<file path="config.mk">
export PLATFORM = sky130hd
export DESIGN_NAME = dac_fifo_waveform_sequencer
export DESIGN_NICKNAME = d
export VERILOG_FILES = /design/src/core/dacseq_pkg.sv /design/src/core/dac_fifo_waveform_sequencer.sv
export VERILOG_INCLUDE_DIRS = /design/src /design/src/core
export SDC_FILE = /design/constraint.sdc
export NUM_CORES = 1
export LEC_CHECK = 0
export BUFFER_PORTS_ARGS = -buffer_cell sky130_fd_sc_hd__buf_2
export CAP_MARGIN = 20
export CORE_ASPECT_RATIO = 1.25
export CORE_MARGIN = 8
export CORE_UTILIZATION = 56
export DETAILED_ROUTE_END_ITERATION = 10
export PLACE_DENSITY = 0.81
export SYNTH_ARGS = -nofsm -noshare
export SYNTH_HDL_FRONTEND = slang
export SYNTH_SLANG_ARGS = --single-unit
export TNS_END_PERCENT = 30
</file>
<file path="constraint.sdc">
create_clock -name CORE_CLK -period 11.6 [get_ports CORE_CLK]
set_input_delay 2.9 -clock CORE_CLK [delete_from_list [all_inputs] [get_ports CORE_CLK]]
set_output_delay 2.9 -clock CORE_CLK [all_outputs]
set_load 0.01 [all_outputs]
</file>
<file path="src/core/dacseq_params.svh">
// register offsets, field positions, reset values and limits of the sequencer
`ifndef DACSEQ_PARAMS_SVH
`define DACSEQ_PARAMS_SVH

// register byte offsets
`define OFS_DAC_CTL    8'h00
`define OFS_FIFO_CTL   8'h04
`define OFS_FIFO_WORDS 8'h08
`define OFS_SEQ_STEP   8'h0c
`define OFS_A_INPUT    8'h10
`define OFS_A_OUTPUT   8'h14
`define OFS_ADC_CTL    8'h18
`define OFS_STATUS     8'h1c
`define OFS_B_INPUT    8'h20
`define OFS_B_OUTPUT   8'h24

// reset values
`define RST_DAC_CTL  8'h00
`define RST_FIFO_CTL 8'h00

// power and reference control fields
`define DC_A_MODE   7:6
`define DC_B_MODE   5:4
`define DC_OA2_BIT  4
`define DC_OA1_BIT  3
`define DC_REF_SEL  2:1
`define DC_INTERNAL_REFERENCE_ENABLE_BIT 0

// waveform control fields
`define FC_EN_BIT  7
`define FC_BIP_BIT 6
`define FC_SYM_BIT 5
`define FC_CON_BIT 4
`define FC_DEPTH   3:0

// storage and data limits
`define FIFO_SLOTS 5'd16
`define WORD_MSB   15
`define WORD_LSB   4
`define CODE_MAX   12'hfff
`define MODE_OFF   2'b00
`define MODE_INPUT 2'b10
`define MODE_SHIFT 2'b11

`endif

</file>
<file path="src/core/dacseq_pkg.sv">
// types shared by the waveform sequencer and its bench
package dacseq_pkg;

	// classic wishbone request from the master
	typedef struct packed {
		logic        cyc;
		logic        stb;
		logic        we;
		logic [7:0]  adr;
		logic [3:0]  sel;
		logic [31:0] dat;
	} wb_req_t;

	// classic wishbone answer from the slave
	typedef struct packed {
		logic        ack;
		logic [31:0] dat;
	} wb_rsp_t;

	// waveform phases in the order they are walked
	typedef enum logic [1:0] {PH_ADD_UP, PH_ADD_DOWN, PH_SUB_UP, PH_SUB_DOWN} phase_t;

	// analog control levels toward the converter macro
	typedef struct packed {
		logic       a_powered;
		logic       a_drive;
		logic [1:0] a_mode;
		logic       b_powered;
		logic       b_drive;
		logic [1:0] b_mode;
		logic       opamp_one_on;
		logic       opamp_two_on;
		logic [1:0] ref_sel;
		logic       ref_buffer_on;
		logic       int_ref_on;
	} analog_ctl_t;

	// whole state of the sequencer block
	typedef struct packed {
		logic [7:0]        dctl;
		logic [7:0]        fctl;
		logic [11:0]       in_a;
		logic [11:0]       out_a;
		logic [11:0]       in_b;
		logic [11:0]       out_b;
		logic [15:0][11:0] words;
		logic [4:0]        wptr;
		logic [4:0]        rptr;
		logic [4:0]        idx;
		phase_t            phase;
		logic              started;
		logic              done;
		logic              pin_s1;
		logic              pin_s2;
		logic              pin_s3;
		logic              ack;
		logic [31:0]       rdat;
	} seq_state_t;

endpackage

</file>
<file path="src/core/dac_fifo_waveform_sequencer.sv">
// dac power control and first-channel fifo waveform sequencer, wishbone slave
//
// Overview of operation
// - reset leaves dacs, op amps off, undriven
// - first dac mode: power and write routing
// - second dac same modes, dual variant only
// - op amp one bit powers op amp one; op amp two bit works in the single variant only
// - reference select picks gain or voltage
// - reference enable mirrored in two registers
// - changed waveform control restarts the sequence
// - enabled: next step copies input to output
// - dac writes leave sequence position alone
// - word writes ignored while sequencing enabled
// - add in phases 1-2, subtract 3-4
// - symmetry and bipolar bits choose which phases run
// - continuous bit repeats, else one pass
// - sixteen words stored, depth field limits use
// - first output input value, then locations
// - word is 12 bits, left justified
// - word access starts at location one
// - no overwrite past end, reads zero
// - unsigned or sign-magnitude word per bipolar
// - sequence register write or pin steps
// - depth equals code plus one
`timescale 1ns/100ps
`default_nettype none
`include "dacseq_params.svh"

module dac_fifo_waveform_sequencer #(
	parameter bit DUAL_DAC = 1'b1
) (
	input  wire logic                  CORE_CLK,
	input  wire logic                  SYS_RST,
	input  wire dacseq_pkg::wb_req_t   WB_REQ,
	output var  dacseq_pkg::wb_rsp_t   WB_RSP,
	input  wire logic                  PIN_LOAD_FIRST_DAC,
	output logic [11:0]                FIRST_DAC_CODE,
	output logic [11:0]                SECOND_DAC_CODE,
	output var  dacseq_pkg::analog_ctl_t ANALOG_CTL
);
	import dacseq_pkg::*;

	////////////////////////////////////////////////////////////////////////
	// elaboration check

	// five-bit pointers and the sixteen-entry word array assume sixteen slots
	if (`FIFO_SLOTS != 5'd16) begin : g_slot_check
		$error("word store must hold sixteen locations");
	end

	////////////////////////////////////////////////////////////////////////
	// helpers

	// byte-lane merge of a bus write into the old register image
	function automatic logic [31:0] lane_merge(
		input logic [31:0] old_v,
		input logic [31:0] new_v,
		input logic [3:0]  sel
	);
		logic [31:0] r;
		// unselected lanes keep their old bits, so partial writes are safe
		r = old_v;
		for (int i = 0; i < 4; i++) begin
			if (sel[i]) begin
				r[i*8 +: 8] = new_v[i*8 +: 8];
			end
		end
		return r;
	endfunction

	// write routing of one dac by its power mode, result is {input, output}
	function automatic logic [23:0] mode_write(
		input logic [1:0]  mode,
		input logic [11:0] in_v,
		input logic [11:0] out_v,
		input logic [11:0] d
	);
		// mode 11 moves the old input to the output as the new input lands
		case (mode)
			`MODE_INPUT: return {d, out_v};
			`MODE_SHIFT: return {d, in_v};
			default:     return {d, d};
		endcase
	endfunction

	// input value plus or minus one stored word, clamped
	function automatic logic [11:0] combine(
		input logic [11:0] in_v,
		input logic [11:0] w,
		input logic        neg,
		input logic        bip
	);
		logic signed [13:0] v;
		logic signed [13:0] s;
		v = '0;
		s = '0;
		if (bip) begin
			v = $signed({3'b000, w[10:0]});
			if (w[11]) begin
				v = -v;
			end
		end else begin
			v = $signed({2'b00, w});
		end
		if (neg) begin
			v = -v;
		end
		// fourteen signed bits hold any sum or difference, nothing wraps before the clamp
		s = $signed({2'b00, in_v}) + v;
		if (s < 0) begin
			return 12'h000;
		end else if (s > $signed({2'b00, `CODE_MAX})) begin
			return `CODE_MAX;
		end else begin
			return s[11:0];
		end
	endfunction

	// phase after p, top bit set when the waveform pass is over
	function automatic logic [2:0] next_phase(
		input phase_t p,
		input logic   bip,
		input logic   sym
	);
		// asymmetric unipolar has only its up phase, so it always ends the pass
		case ({bip, sym})
			2'b01: return (p == PH_ADD_UP) ? {1'b0, PH_ADD_DOWN} : 3'b100;
			2'b10: return (p == PH_ADD_UP) ? {1'b0, PH_SUB_DOWN} : 3'b100;
			2'b11: return (p == PH_SUB_DOWN) ? 3'b100 : {1'b0, p + 2'd1};
			default: return 3'b100;
		endcase
	endfunction

	////////////////////////////////////////////////////////////////////////
	// state

	seq_state_t s_r;
	seq_state_t s_nxt;

	logic        req;
	logic        go;
	logic        seq_wr;
	logic        pin_rise;
	logic [4:0]  depth;
	logic [31:0] merged;
	logic [2:0]  np;
	logic [23:0] io;
	logic [4:0]  ix;
	logic [4:0]  slot;
	phase_t      ph;

	////////////////////////////////////////////////////////////////////////
	// next-state logic

	always_comb begin
		s_nxt    = s_r;
		ph       = s_r.phase;
		ix       = s_r.idx;
		np       = '0;
		io       = '0;
		slot     = '0;
		// pin crosses in through two flops, third flop only for the edge
		// the pin is asynchronous, so nothing but the second flop reads the first
		s_nxt.pin_s1 = PIN_LOAD_FIRST_DAC;
		s_nxt.pin_s2 = s_r.pin_s1;
		s_nxt.pin_s3 = s_r.pin_s2;
		pin_rise = s_r.pin_s2 & ~s_r.pin_s3;

		// one-cycle ack, a held request is not served twice
		req      = WB_REQ.cyc & WB_REQ.stb & ~s_r.ack;
		s_nxt.ack  = req;
		s_nxt.rdat = '0;
		merged   = lane_merge(32'h0, WB_REQ.dat, WB_REQ.sel);
		seq_wr   = req & WB_REQ.we & (WB_REQ.adr == `OFS_SEQ_STEP);
		go       = (seq_wr | pin_rise) & s_r.fctl[`FC_EN_BIT];
		depth    = {1'b0, s_r.fctl[`FC_DEPTH]} + 5'd1;

		// sequence stepping
		// a single pass that has ended ignores steps until the control changes
		if (go && !s_r.done) begin
			if (!s_r.started) begin
				s_nxt.out_a   = s_r.in_a;
				s_nxt.started = 1'b1;
				s_nxt.phase   = PH_ADD_UP;
				s_nxt.idx     = 5'd0;
			end else begin
				np = 3'b000;
				if (ph == PH_ADD_UP || ph == PH_SUB_UP) begin
					if (ix < depth) begin
						ix = ix + 5'd1;
					end else begin
						np = next_phase(ph, s_r.fctl[`FC_BIP_BIT], s_r.fctl[`FC_SYM_BIT]);
					end
				end else begin
					if (ix > 5'd1) begin
						ix = ix - 5'd1;
					end else begin
						np = next_phase(ph, s_r.fctl[`FC_BIP_BIT], s_r.fctl[`FC_SYM_BIT]);
					end
				end
				// leaving an up phase at depth repeats the deepest word once going down
				if (np[2]) begin
					// pass finished: repeat from the bare input value or stop
					if (s_r.fctl[`FC_CON_BIT]) begin
						s_nxt.out_a = s_r.in_a;
						s_nxt.phase = PH_ADD_UP;
						s_nxt.idx   = 5'd0;
					end else begin
						s_nxt.done = 1'b1;
					end
				end else begin
					if (np != 3'b000 || ph != s_r.phase) begin
						ph = phase_t'(np[1:0]);
						// up phases restart at location one, down ones at depth
						ix = (ph == PH_ADD_UP || ph == PH_SUB_UP) ? 5'd1 : depth;
					end
					slot = ix - 5'd1;
					s_nxt.phase = ph;
					s_nxt.idx   = ix;
					s_nxt.out_a = combine(s_r.in_a, s_r.words[slot[3:0]],
						ph == PH_SUB_UP || ph == PH_SUB_DOWN,
						s_r.fctl[`FC_BIP_BIT]);
				end
			end
		end

		// bus access; any other register rewinds the word pointers
		// state changes at the request edge, the same edge that raises ack
		if (req) begin
			if (WB_REQ.adr != `OFS_FIFO_WORDS) begin
				s_nxt.wptr = 5'd0;
				s_nxt.rptr = 5'd0;
			end
			if (WB_REQ.we) begin
				case (WB_REQ.adr)
					`OFS_DAC_CTL: begin
						merged = lane_merge({24'h0, s_r.dctl}, WB_REQ.dat, WB_REQ.sel);
						s_nxt.dctl = merged[7:0];
					end
					`OFS_ADC_CTL: begin
						merged = lane_merge({31'h0, s_r.dctl[`DC_INTERNAL_REFERENCE_ENABLE_BIT]},
							WB_REQ.dat, WB_REQ.sel);
						s_nxt.dctl[`DC_INTERNAL_REFERENCE_ENABLE_BIT] = merged[0];
					end
					`OFS_FIFO_CTL: begin
						merged = lane_merge({24'h0, s_r.fctl}, WB_REQ.dat, WB_REQ.sel);
						if (merged[7:0] != s_r.fctl) begin
							// a changed setting restarts, even over a pin step
							s_nxt.fctl    = merged[7:0];
							s_nxt.started = 1'b0;
							s_nxt.done    = 1'b0;
							s_nxt.idx     = 5'd0;
							s_nxt.phase   = PH_ADD_UP;
						end
					end
					`OFS_FIFO_WORDS: begin
						merged = lane_merge({16'h0, s_r.words[s_r.wptr[3:0]], 4'h0},
							WB_REQ.dat, WB_REQ.sel);
						if (!s_r.fctl[`FC_EN_BIT] && s_r.wptr < `FIFO_SLOTS) begin
							s_nxt.words[s_r.wptr[3:0]] = merged[`WORD_MSB:`WORD_LSB];
							s_nxt.wptr = s_r.wptr + 5'd1;
						end
					end
					`OFS_A_INPUT: begin
						merged = lane_merge({20'h0, s_r.in_a}, WB_REQ.dat, WB_REQ.sel);
						io = mode_write(s_r.dctl[`DC_A_MODE], s_r.in_a, s_r.out_a,
							merged[11:0]);
						s_nxt.in_a = io[23:12];
						// keep a step's output unless this write routes to output
						if (s_r.dctl[`DC_A_MODE] != `MODE_INPUT) begin
							s_nxt.out_a = io[11:0];
						end
					end
					`OFS_A_OUTPUT: begin
						merged = lane_merge({20'h0, s_r.out_a}, WB_REQ.dat, WB_REQ.sel);
						s_nxt.out_a = merged[11:0];
					end
					`OFS_B_INPUT: begin
						if (DUAL_DAC) begin
							merged = lane_merge({20'h0, s_r.in_b}, WB_REQ.dat, WB_REQ.sel);
							io = mode_write(s_r.dctl[`DC_B_MODE], s_r.in_b, s_r.out_b,
								merged[11:0]);
							s_nxt.in_b  = io[23:12];
							s_nxt.out_b = io[11:0];
						end
					end
					`OFS_B_OUTPUT: begin
						if (DUAL_DAC) begin
							merged = lane_merge({20'h0, s_r.out_b}, WB_REQ.dat, WB_REQ.sel);
							s_nxt.out_b = merged[11:0];
						end
					end
					default: begin
						// step register and unmapped offsets store nothing
						s_nxt.rdat = 32'h0;
					end
				endcase
			end else begin
				case (WB_REQ.adr)
					`OFS_DAC_CTL:  s_nxt.rdat = {24'h0, s_r.dctl};
					`OFS_ADC_CTL:  s_nxt.rdat = {31'h0, s_r.dctl[`DC_INTERNAL_REFERENCE_ENABLE_BIT]};
					`OFS_FIFO_CTL: s_nxt.rdat = {24'h0, s_r.fctl};
					`OFS_FIFO_WORDS: begin
						// reads allowed at any time, past the end they give zero
						if (s_r.rptr < `FIFO_SLOTS) begin
							s_nxt.rdat = {16'h0, s_r.words[s_r.rptr[3:0]], 4'h0};
							s_nxt.rptr = s_r.rptr + 5'd1;
						end else begin
							s_nxt.rdat = 32'h0;
						end
					end
					`OFS_A_INPUT:  s_nxt.rdat = {20'h0, s_r.in_a};
					`OFS_A_OUTPUT: s_nxt.rdat = {20'h0, s_r.out_a};
					`OFS_STATUS: begin
						s_nxt.rdat = {11'h0, s_r.rptr, s_r.wptr, 2'b00, s_r.phase,
							s_r.idx, s_r.done, s_r.started};
					end
					`OFS_B_INPUT:  s_nxt.rdat = DUAL_DAC ? {20'h0, s_r.in_b} : 32'h0;
					`OFS_B_OUTPUT: s_nxt.rdat = DUAL_DAC ? {20'h0, s_r.out_b} : 32'h0;
					default:       s_nxt.rdat = 32'h0;
				endcase
			end
		end
	end

	////////////////////////////////////////////////////////////////////////
	// state register, everything off after reset
	// only constants under reset, so a release leaves no half-loaded state

	always_ff @(posedge CORE_CLK or posedge SYS_RST) begin
		if (SYS_RST) begin
			s_r      <= '0;
			s_r.dctl <= `RST_DAC_CTL;
			s_r.fctl <= `RST_FIFO_CTL;
		end else begin
			s_r <= s_nxt;
		end
	end

	////////////////////////////////////////////////////////////////////////
	// outputs

	// bus answer straight from flops
	assign WB_RSP.ack = s_r.ack;
	assign WB_RSP.dat = s_r.rdat;

	// converter codes from the output registers
	assign FIRST_DAC_CODE  = s_r.out_a;
	// a single-converter build drives zero on the second code
	assign SECOND_DAC_CODE = DUAL_DAC ? s_r.out_b : 12'h000;

	// power and drive: an unpowered stage floats its output
	always_comb begin
		ANALOG_CTL = '0;
		ANALOG_CTL.a_mode    = s_r.dctl[`DC_A_MODE];
		ANALOG_CTL.a_powered = s_r.dctl[`DC_A_MODE] != `MODE_OFF;
		ANALOG_CTL.a_drive   = ANALOG_CTL.a_powered;
		if (DUAL_DAC) begin
			ANALOG_CTL.b_mode    = s_r.dctl[`DC_B_MODE];
			ANALOG_CTL.b_powered = s_r.dctl[`DC_B_MODE] != `MODE_OFF;
			ANALOG_CTL.b_drive   = ANALOG_CTL.b_powered;
		end else begin
			ANALOG_CTL.opamp_two_on = s_r.dctl[`DC_OA2_BIT];
		end
		ANALOG_CTL.opamp_one_on  = s_r.dctl[`DC_OA1_BIT];
		ANALOG_CTL.ref_sel       = s_r.dctl[`DC_REF_SEL];
		// code 00 leaves the reference buffer off in either reference mode
		ANALOG_CTL.ref_buffer_on = s_r.dctl[`DC_REF_SEL] != 2'b00;
		ANALOG_CTL.int_ref_on    = s_r.dctl[`DC_INTERNAL_REFERENCE_ENABLE_BIT];
	end

endmodule // dac_fifo_waveform_sequencer
`default_nettype wire

</file>
=== Word level (Yosys, flattened, before mapping) ===
Cells that the tools add are included.

* Output and inout port bits: 71
* Bits of input ports: 50
* Word-level logic and storage cells: 218
* Register bits: 311

* Add/subtract/negate cells: 10
* Magnitude comparators: 10
* Equality and inequality tests: 32
* Muxes and demuxes: 94
* Reduce and logical (&&, ||, !) cells: 27
* Bitwise logic cells: 9

{| class="wikitable"
|+ Operators with widths
! kind !! count
|-
| $mux 197 || 2
|-
| $mux 247 || 1
|-
| $mux 233 || 1
|-
| $bwmux 192 || 1
|-
| $pmux 21 s9 || 1
|-
| $bmux 12 s4 || 3
|-
| $mux 12 || 12
|-
| $mux 14 || 9
|-
| $mux 8 || 15
|-
| $pmux 12 s2 || 4
|-
| $mux 5 || 11
|-
| $demux 12 s4 || 1
|-
| $mux 21 || 2
|-
| $mux 9 || 4
|-
| $eq 8x5->1 const B || 4
|-
| $mux 3 || 8
|-
| $eq 2x2->1 const B || 11
|-
| $mux 7 || 3
|-
| $eq 8x4->1 const B || 2
|-
| $eq 8x6->1 const B || 2
|-
| $mux 16 || 1
|-
| $add 5x1->5 const B || 3
|-
| $lt 4x5->1 const B || 3
|-
| $reduce_and 5->1 || 3
|-
| other kinds (39) || 75
|}

=== Longest topological paths before layout ===
Gate-level depths: netlist (run 1).

* Word-level depth: 40
* Depth in mapped cells: 44
* Depth with buffers taken out: 36

=== Worst setup path before layout (run 1) ===
OpenSTA, ideal clock, no wires.

* Path kind: reg-to-reg
* Start point: reg s_r[295] (netlist bit)
* End point: reg s_r (netlist bit FIRST_DAC_CODE[3])
* Buffers on the path: 7
* Path slack: 3.197 ns
* Arrival: 8.312 ns
* Cell stages (with the launch flop): 42
* Library setup time: 0.090 ns
* Period minus slack after synthesis: 8.403 ns
* Required time: 11.510 ns
* Cell sequence: dfrtp_1 ha_1 xnor2_1 ha_1 o211ai_2 a21o_1 a21oi_2 mux2i_4 buf_6 buf_6 buf_2 ha_1 buf_2 buf_2 clkbuf_1 mux4_2 a21boi_0 a211o_1 [... 6 more ...] ha_1 a21o_1 a21oi_1 o21ai_0 a21oi_1 o21ai_0 a21oi_1 nor2b_1 o21a_1 o21ai_0 nand2b_1 a21oi_1 nor2b_1 nor2_1 o2111a_1 nor2_2 buf_8 o221ai_1

* Word-level cells in the longest chain between the ends: 38
* Elaborated cells on any way between the ends: 50
* Those cells by class: add/sub (5); order compare (3); eq/ne (3); mux (35); reduce/logical (4)

{| class="wikitable"
|+ Ends and longest elaborated chain
! what !! line !! source
|-
| start: declaration || dac_fifo_waveform_sequencer.sv:137 || <nowiki>seq_state_t s_r;</nowiki>
|-
| start signal: assignment || dac_fifo_waveform_sequencer.sv:336 || <nowiki>s_r <= s_nxt;</nowiki>
|-
| $add 4x1->5 (*) || dac_fifo_waveform_sequencer.sv:176 || <nowiki>depth = {1'b0, s_r.fctl[`FC_DEPTH]} + 5'd1;</nowiki>
|-
| $lt 5x5->1 || dac_fifo_waveform_sequencer.sv:189 || <nowiki>if (ix < depth) begin</nowiki>
|-
| $mux 3 || dac_fifo_waveform_sequencer.sv:189 ||
|-
| $mux 3 || dac_fifo_waveform_sequencer.sv:188 || <nowiki>if (ph == PH_ADD_UP || ph == PH_SUB_UP) begin</nowiki>
|-
| $mux 3 || dac_fifo_waveform_sequencer.sv:181 || <nowiki>if (!s_r.started) begin</nowiki>
|-
| $mux 3 || dac_fifo_waveform_sequencer.sv:180 || <nowiki>if (go && !s_r.done) begin</nowiki>
|-
| $eq 2x2->1 or $logic_not 2->1 (tied branches) || dac_fifo_waveform_sequencer.sv:215 || <nowiki>ix = (ph == PH_ADD_UP || ph == PH_SUB_UP) ? 5'd1 : depth;</nowiki>
|-
| $logic_or 1x1->1 || dac_fifo_waveform_sequencer.sv:215 ||
|-
| [... 22 more ...] || - ||
|-
| $mux 12 || dac_fifo_waveform_sequencer.sv:110 || <nowiki>if (s < 0) begin</nowiki>
|-
| $mux 12 (*) || dac_fifo_waveform_sequencer.sv:202 || <nowiki>if (np[2]) begin</nowiki>
|-
| $mux 12 (*) || dac_fifo_waveform_sequencer.sv:181 ||
|-
| $mux 12 (*) || dac_fifo_waveform_sequencer.sv:180 ||
|-
| $mux 12 || dac_fifo_waveform_sequencer.sv:270 || <nowiki>if (s_r.dctl[`DC_A_MODE] != `MODE_INPUT) begin</nowiki>
|-
| $pmux 12 s2 || dac_fifo_waveform_sequencer.sv:235 || <nowiki>case (WB_REQ.adr)</nowiki>
|-
| $mux 233 || dac_fifo_waveform_sequencer.sv:234 || <nowiki>if (WB_REQ.we) begin</nowiki>
|-
| $mux 247 (*) || dac_fifo_waveform_sequencer.sv:229 || <nowiki>if (req) begin</nowiki>
|}

Mark *: on every way between the ends. The rest lies on a longest branch, timed or not. The select of a mux whose other input is x is not followed.
A chain may end at the register's enable or synchronous reset.

=== Worst setup path after layout (run 1) ===
Ends and elaborated chain as after synthesis.

==> impl_metrics.py, run 1 <==
metrics = {
    "run_status": {
        "status": "finished, final reports clean",
    },
    "synth": {
        "ys_warn_count": 0,
        "synth_area_mm2": 0.0197,
        "synth-seq-cells": 300,
        "yosys.area.top_type": "dfrtp_1",
        "seq_area_frac_synth_pct": 38.1,
        "yosys.area.top_type_share_pct": 38.1,
        "synth_area_per_cell_um2": 10.5,
        "yosysMostFrequentCell": "dfrtp_1",
        "synth_edf_count": 0,
        "ys_async_sr_fraction_pct": 100,
        "synth.distinct_cells": 90,
        "ys_top_cells_by_count": "300 x dfrtp_1, 280 x nand2_1, 254 x o21ai_0, 160 x mux4_2, 103 x nor2_1",
        "netlist_instances": 1882,
        "synth.area.top_cells": "dfrtp_1 38%, mux4_2 18%, o21ai_0 6.5%, nand2_1 5.3%, buf_4 2.8%",
        "synthFlopType": "dfrtp_1",
    },
    "pwr": {
        "powerDensity_mw_per_mm2": 107,
        "total_power_mw": 2.25,
        "peakVddDrop_mv": 0.0997,
        "p_leak_nw": 8.86,
    },
    "clock_tree": {
        "clk_path_buf_depth": 3,
        "insertion_delay_ns": 0.59,
        "ctsHoldBuffers": 0,
        "cts_max_level": 1,
        "post_cts_buffers": 0,
        "cts_tree": "yes",
        "cts_buffers": 31,
        "cts.sinks": 300,
        "clockRootBuffer": "clkbuf_16",
        "clk_pin_slew_ns": 0.07,
        "post_cts_resized": 0,
    },
    "critical_path": {
        "r2r_slack_ns": 2.36,
        "rr_worst_depth": 35,
        "worstPathMaxFanout": 50,
        "crit_path_frequent_cell": "a21oi_1",
        "end_kind": "register",
        "cp.required_ns": 12.03,
        "critPathArrivalTime_ns": 9.67,
        "crit_slowest_cell": "buf_4",
        "cp-start-kind": "register",
        "critPathKind": "register to register",
        "r2r-start": "s_r[295]",
        "slowest_delay_ns": 0.73,
        "r2r-end": "FIRST_DAC_CODE[3]",
    },
    "placement": {
        "gp_congestion": 0.977,
        "dp_hpwl_mm": 39.9,
        "dp_slack_ns": 2.62,
        "port_buffers": 90,
        "place_inst": 2277,
        "placed_area_mm2": 0.0199,
    },
    "timing": {
        "setup_viol": 0,
        "relSlewSlack_pct": 17.9,
        "finalCritPeriodShare_pct": 79.7,
        "slew_violations": 0,
        "fmax_ghz": 0.108,
        "worst_pin_slew_ns": 1.23,
        "hold_violations": 0,
        "setup_tns_ns": 0,
        "rsz0062_at_grt": "false",
        "clock_skew_ns": 0.0187,
        "period_needed_ns": 9.24,
        "setup_ws_ns": 2.36,
    },
    "global_routing": {
        "grt_max_degree": 107,
        "grt-ovfl-total": 0,
        "track_usage_pct": 28.7,
        "grt_pass1_vias": 16500,
        "grt_pass1_wl_mm": 92.7,
        "antenna_found_initial": 0,
    },
    "worst_hold_path": {
        "hold_path.class": "register to register",
        "whs_path_depth": 0,
        "hold_end": "s_nxt[33]",
        "hp-start": "s_nxt[34]",
    },
    "detailed_routing": {
        "first_pass_iters": 7,
        "drtIter0Drc": 2118,
        "antenna_left": 0,
        "vias": 16300,
        "route.detailed.drc": 0,
        "wire_per_inst_um": 25.7,
        "viasPerCell": 6.98,
        "routed_wl_mm": 60.1,
    },
    "floorplanning": {
        "core_area_mm2": 0.0351,
        "pin_count": 121,
        "die_h_um": 226,
        "die_area_mm2": 0.0415,
        "rows": 77,
        "die_w_um": 184,
        "initial_utilization_pct": 56.2,
    },
    "flow_run": {
        "cap_violations": 0,
    },
    "layout": {
        "design_area_mm2": 0.0211,
        "final_nets": 1928,
        "fin_cells": 2342,
        "fillers": 2759,
        "drive_above_1_share_pct": 21.2,
        "syn2layout_area_growth_pct": 6.91,
    },
}
==> how the worst max path moves through the flow <==
stage / endpoint / from / cells after the start
2_1_floorplan: ANALOG_CTL[0] / SYS_RST / 1
3_3_place_gp: FIRST_DAC_CODE[2] / s_r[295] / 36
3_5_place_dp: FIRST_DAC_CODE[3] / s_r[295] / 35
4_1_cts: FIRST_DAC_CODE[3] / s_r[295] / 35
5_1_grt: FIRST_DAC_CODE[3] / s_r[295] / 35
6_report: FIRST_DAC_CODE[3] / s_r[295] / 35
==> metal layers <==
layer	part of all wire [%]	global-route usage [%]	vias up
li1	-	-	6876
met2	48	47.1	1186
met3	11	6.18	288
met4	6.9	19.7	0
met1	34	33.3	7992
met5	0	0	-
==> report_power, final <==
part / switching [mW] / total (mW) / internal, mW
clock: 0.418 / 0.974 / 0.556
combinational: 0.123 / 0.199 / 0.0763
sequential: 0.0231 / 1.08 / 1.05
==> stage by stage <==
stage                     hold WS (ns)  util, %
after global routing             0.371     60.1
after global placement           0.335     56.6
after floorplan                  0.331        -
final                            0.348     60.1
after detailed placement         0.335     56.7
after CTS                        0.349     59.4
==> final cells by class <==
type                    instances  area, µm²  area share [%]
multi-input cells            1351      11000            52.1
inverters                      38        150           0.713
diodes                          1       2.50          0.0119
clock buffers                  50        917            4.35
repair buffers                124        853            4.05
flip-flops and latches        300       7520            35.7
clock inverters                 4       48.8           0.232
well taps                     474        593            2.82
==> worst max-delay path: cells and delay by family (launching register included) <==
family / cells / cell delay, ns
buffers and inverters: 2 / 0.81
AND/OR/NAND/NOR: 9 / 2.03
flip-flops: 1 / 0.49
adder cells (fa/ha/maj): 4 / 1.19
XOR/XNOR: 2 / 0.84
AO/OA/AOI/OAI: 17 / 3.37
multiplexers: 1 / 0.33
==> cells in the final DEF (no fill, tap or decap), types with 22 or more instances in the layout <==
cell       count
buf_2         90
buf_4         26
dfrtp_1      296
a22oi_1       32
nand3_1       22
mux2i_1       51
xor2_1        24
mux2_2        25
o22ai_1       25
inv_1         37
o21ai_0      254
clkbuf_16     31
mux4_2       160
xnor2_1       22
nand2_1      280
nor2_1       103
ha_1          30
a21oi_1       65
==> cell families (layout without fill, tap and decap cells) <==
family / after synthesis / in the layout / share of synthesized area, %
XOR/XNOR: 47 / 47 / 2.13
adder cells (fa/ha/maj): 32 / 32 / 2.07
multiplexers: 244 / 244 / 23.4
AO/OA/AOI/OAI: 524 / 524 / 17.1
other: 1 / 13 / 0.0190
buffers and inverters: 242 / 216 / 6.43
AND/OR/NAND/NOR: 492 / 492 / 10.8
flip-flops: 300 / 300 / 38.1
Power figures use the tool's default switching activity.
==> run 2: changes to the inputs <==
--- a/config.mk
+++ b/config.mk
@@ -10,9 +10,9 @@
 export CAP_MARGIN = 20
 export CORE_ASPECT_RATIO = 1.25
 export CORE_MARGIN = 8
-export CORE_UTILIZATION = 56
+export CORE_UTILIZATION = 62
 export DETAILED_ROUTE_END_ITERATION = 10
-export PLACE_DENSITY = 0.81
+export PLACE_DENSITY = 0.85
 export SYNTH_ARGS = -nofsm -noshare
 export SYNTH_HDL_FRONTEND = slang
 export SYNTH_SLANG_ARGS = --single-unit
==> constraint.sdc (replaced) <==
create_clock -name CORE_CLK -period 9.7 [get_ports CORE_CLK]
set_input_delay 2.425 -clock CORE_CLK [delete_from_list [all_inputs] [get_ports CORE_CLK]]
set_output_delay 2.425 -clock CORE_CLK [all_outputs]
set_load 0.01 [all_outputs]
==> run 2 against run 1 <==
Against the previous run:
- global-route usage grew 2.2 points
- final cell count shrank 2.3%
- maximum frequency grew 4.1%
- die area shrank 8.9%
- cell area shrank 0.24%
- sequential share of layout area grew 0.085 points
- power grew 21%
- highest routed layer is now met5
- register-to-register slack lost 1.5 ns
- clock power grew 23%
- largest cell class unchanged
- critical path depth grew 2
- critical path type unchanged
- clock skew shrank 0.0040 ns
- clock-buffer cell count shrank 7
==> impl_metrics.py, run 2 (same netlist as run 1, synthesis figures left out) <==
metrics = {
    "clock_tree": {
        "post_cts_resized": 0,
        "cts.sinks": 300,
        "insertion_delay_ns": 0.58,
        "post_cts_buffers": 0,
        "clk_pin_slew_ns": 0.06,
        "clockRootBuffer": "clkbuf_16",
        "ctsHoldBuffers": 0,
        "cts_max_level": 1,
        "cts_buffers": 30,
        "cts_tree": "yes",
        "clk_path_buf_depth": 3,
    },
    "floorplanning": {
        "core_area_mm2": 0.0315,
        "pin_count": 121,
        "initial_utilization_pct": 62.5,
        "rows": 73,
        "die_w_um": 175,
        "die_h_um": 215,
        "die_area_mm2": 0.0378,
    },
    "pwr": {
        "peakVddDrop_mv": 0.170,
        "powerDensity_mw_per_mm2": 130,
        "total_power_mw": 2.73,
        "p_leak_nw": 8.87,
    },
    "timing": {
        "setup_viol": 0,
        "worst_pin_slew_ns": 1.17,
        "clock_skew_ns": 0.0147,
        "relSlewSlack_pct": 21.8,
        "fmax_ghz": 0.113,
        "whs_ns": 0.384,
        "finalCritPeriodShare_pct": 91.6,
        "slew_violations": 0,
        "period_needed_ns": 8.88,
        "setup_ws_ns": 0.819,
        "hold_violations": 0,
        "setup_tns_ns": 0,
        "rsz0062_at_grt": "false",
    },
    "detailed_routing": {
        "antenna_left": 0,
        "routed_wl_mm": 59.9,
        "wire_per_inst_um": 26.2,
        "viasPerCell": 7.26,
        "drtIter0Drc": 2145,
        "route.detailed.drc": 0,
        "first_pass_iters": 9,
        "vias": 16600,
    },
    "placement": {
        "placed_area_mm2": 0.0198,
        "port_buffers": 90,
        "dp_slack_ns": 1.11,
        "gp_congestion": 0.986,
        "dp_hpwl_mm": 39.1,
    },
    "global_routing": {
        "antenna_found_initial": 3,
        "grt_pass1_wl_mm": 92.1,
        "track_usage_pct": 30.9,
        "grt_max_degree": 169,
        "grt-ovfl-total": 0,
        "grt_pass1_vias": 16700,
    },
    "flow_run": {
        "cap_violations": 0,
    },
    "critical_path": {
        "worstPathMaxFanout": 50,
        "critPathArrivalTime_ns": 9.36,
        "critPathKind": "register to register",
        "end_kind": "register",
        "slowest_delay_ns": 0.69,
        "crit_slowest_cell": "buf_4",
        "cp-start-kind": "register",
        "cp.required_ns": 10.18,
    },
    "layout": {
        "design_area_mm2": 0.0210,
        "final_common_cell": "dfrtp_1",
        "mostFrequentLayoutCells": "296 x dfrtp_1, 280 x nand2_1, 254 x o21ai_0, 160 x mux4_2, 103 x nor2_1",
        "final_nets": 1936,
        "syn2layout_area_growth_pct": 6.66,
        "drive_above_1_share_pct": 21.8,
    },
    "worst_hold_path": {
        "hold_path.class": "register to register",
    },
    "run_status": {
        "status": "finished, final reports clean",
    },
}
[run 2: layout make-up]
type	count	area [µm²]
antenna	2	5.00
tap	412	515
inverter	38	146
sequential	300	7520
fill	2220	10500
clock inverter	8	123
clock buffer	43	881
timing repair buffer	133	845
multi-input combinational	1351	11000
[run 2: final timing paths]
kind                           start                end  slack [ns]  cells after the start
min reg2reg                s_nxt[34]          s_nxt[33]        0.38                      0
max in group asynchronous    SYS_RST            s_r[51]        6.12                      4
max reg2reg                 s_r[295]  FIRST_DAC_CODE[8]        0.82                     37
max                         s_r[295]  FIRST_DAC_CODE[8]        0.82                     37
min                        s_nxt[34]          s_nxt[33]        0.38                      0
min in group asynchronous    SYS_RST         WB_RSP[14]        2.08                      3
[run 2: worst max-delay path, delay by kind of cell, from the launching register on]
kind / cells / cell delay [ns]
simple gates: 9 / 1.44
buf+inv: 4 / 1.29
flops: 1 / 0.49
mux: 1 / 0.33
xor+xnor: 2 / 0.39
compound gates: 17 / 3.60
fa+ha+maj: 4 / 1.19
[run 2: power breakdown]
part           switching, mW  internal, mW  total, mW  leakage [nW]
Clock                  0.499         0.704       1.20         0.483
Sequential            0.0341          1.26       1.29          4.17
Combinational          0.144        0.0912      0.235          4.22
Total                  0.677          2.06       2.73          8.87
[run 2: routing by layer]
metal,global-route usage [%],up-vias,routed length [µm]
met5,0,-,30
met4,22.3,4,4540
met3,8.14,359,6720
met2,49.7,1293,28700
met1,35.2,8043,19900
li1,-,6898,-
[run 2: per-stage QoR]
stage,util (%),std cells
after floorplan,-,1893
after global placement,63.0,2221
after detailed placement,63.0,2221
after CTS,66.2,2272
after global routing,66.7,2286
final,66.7,2287
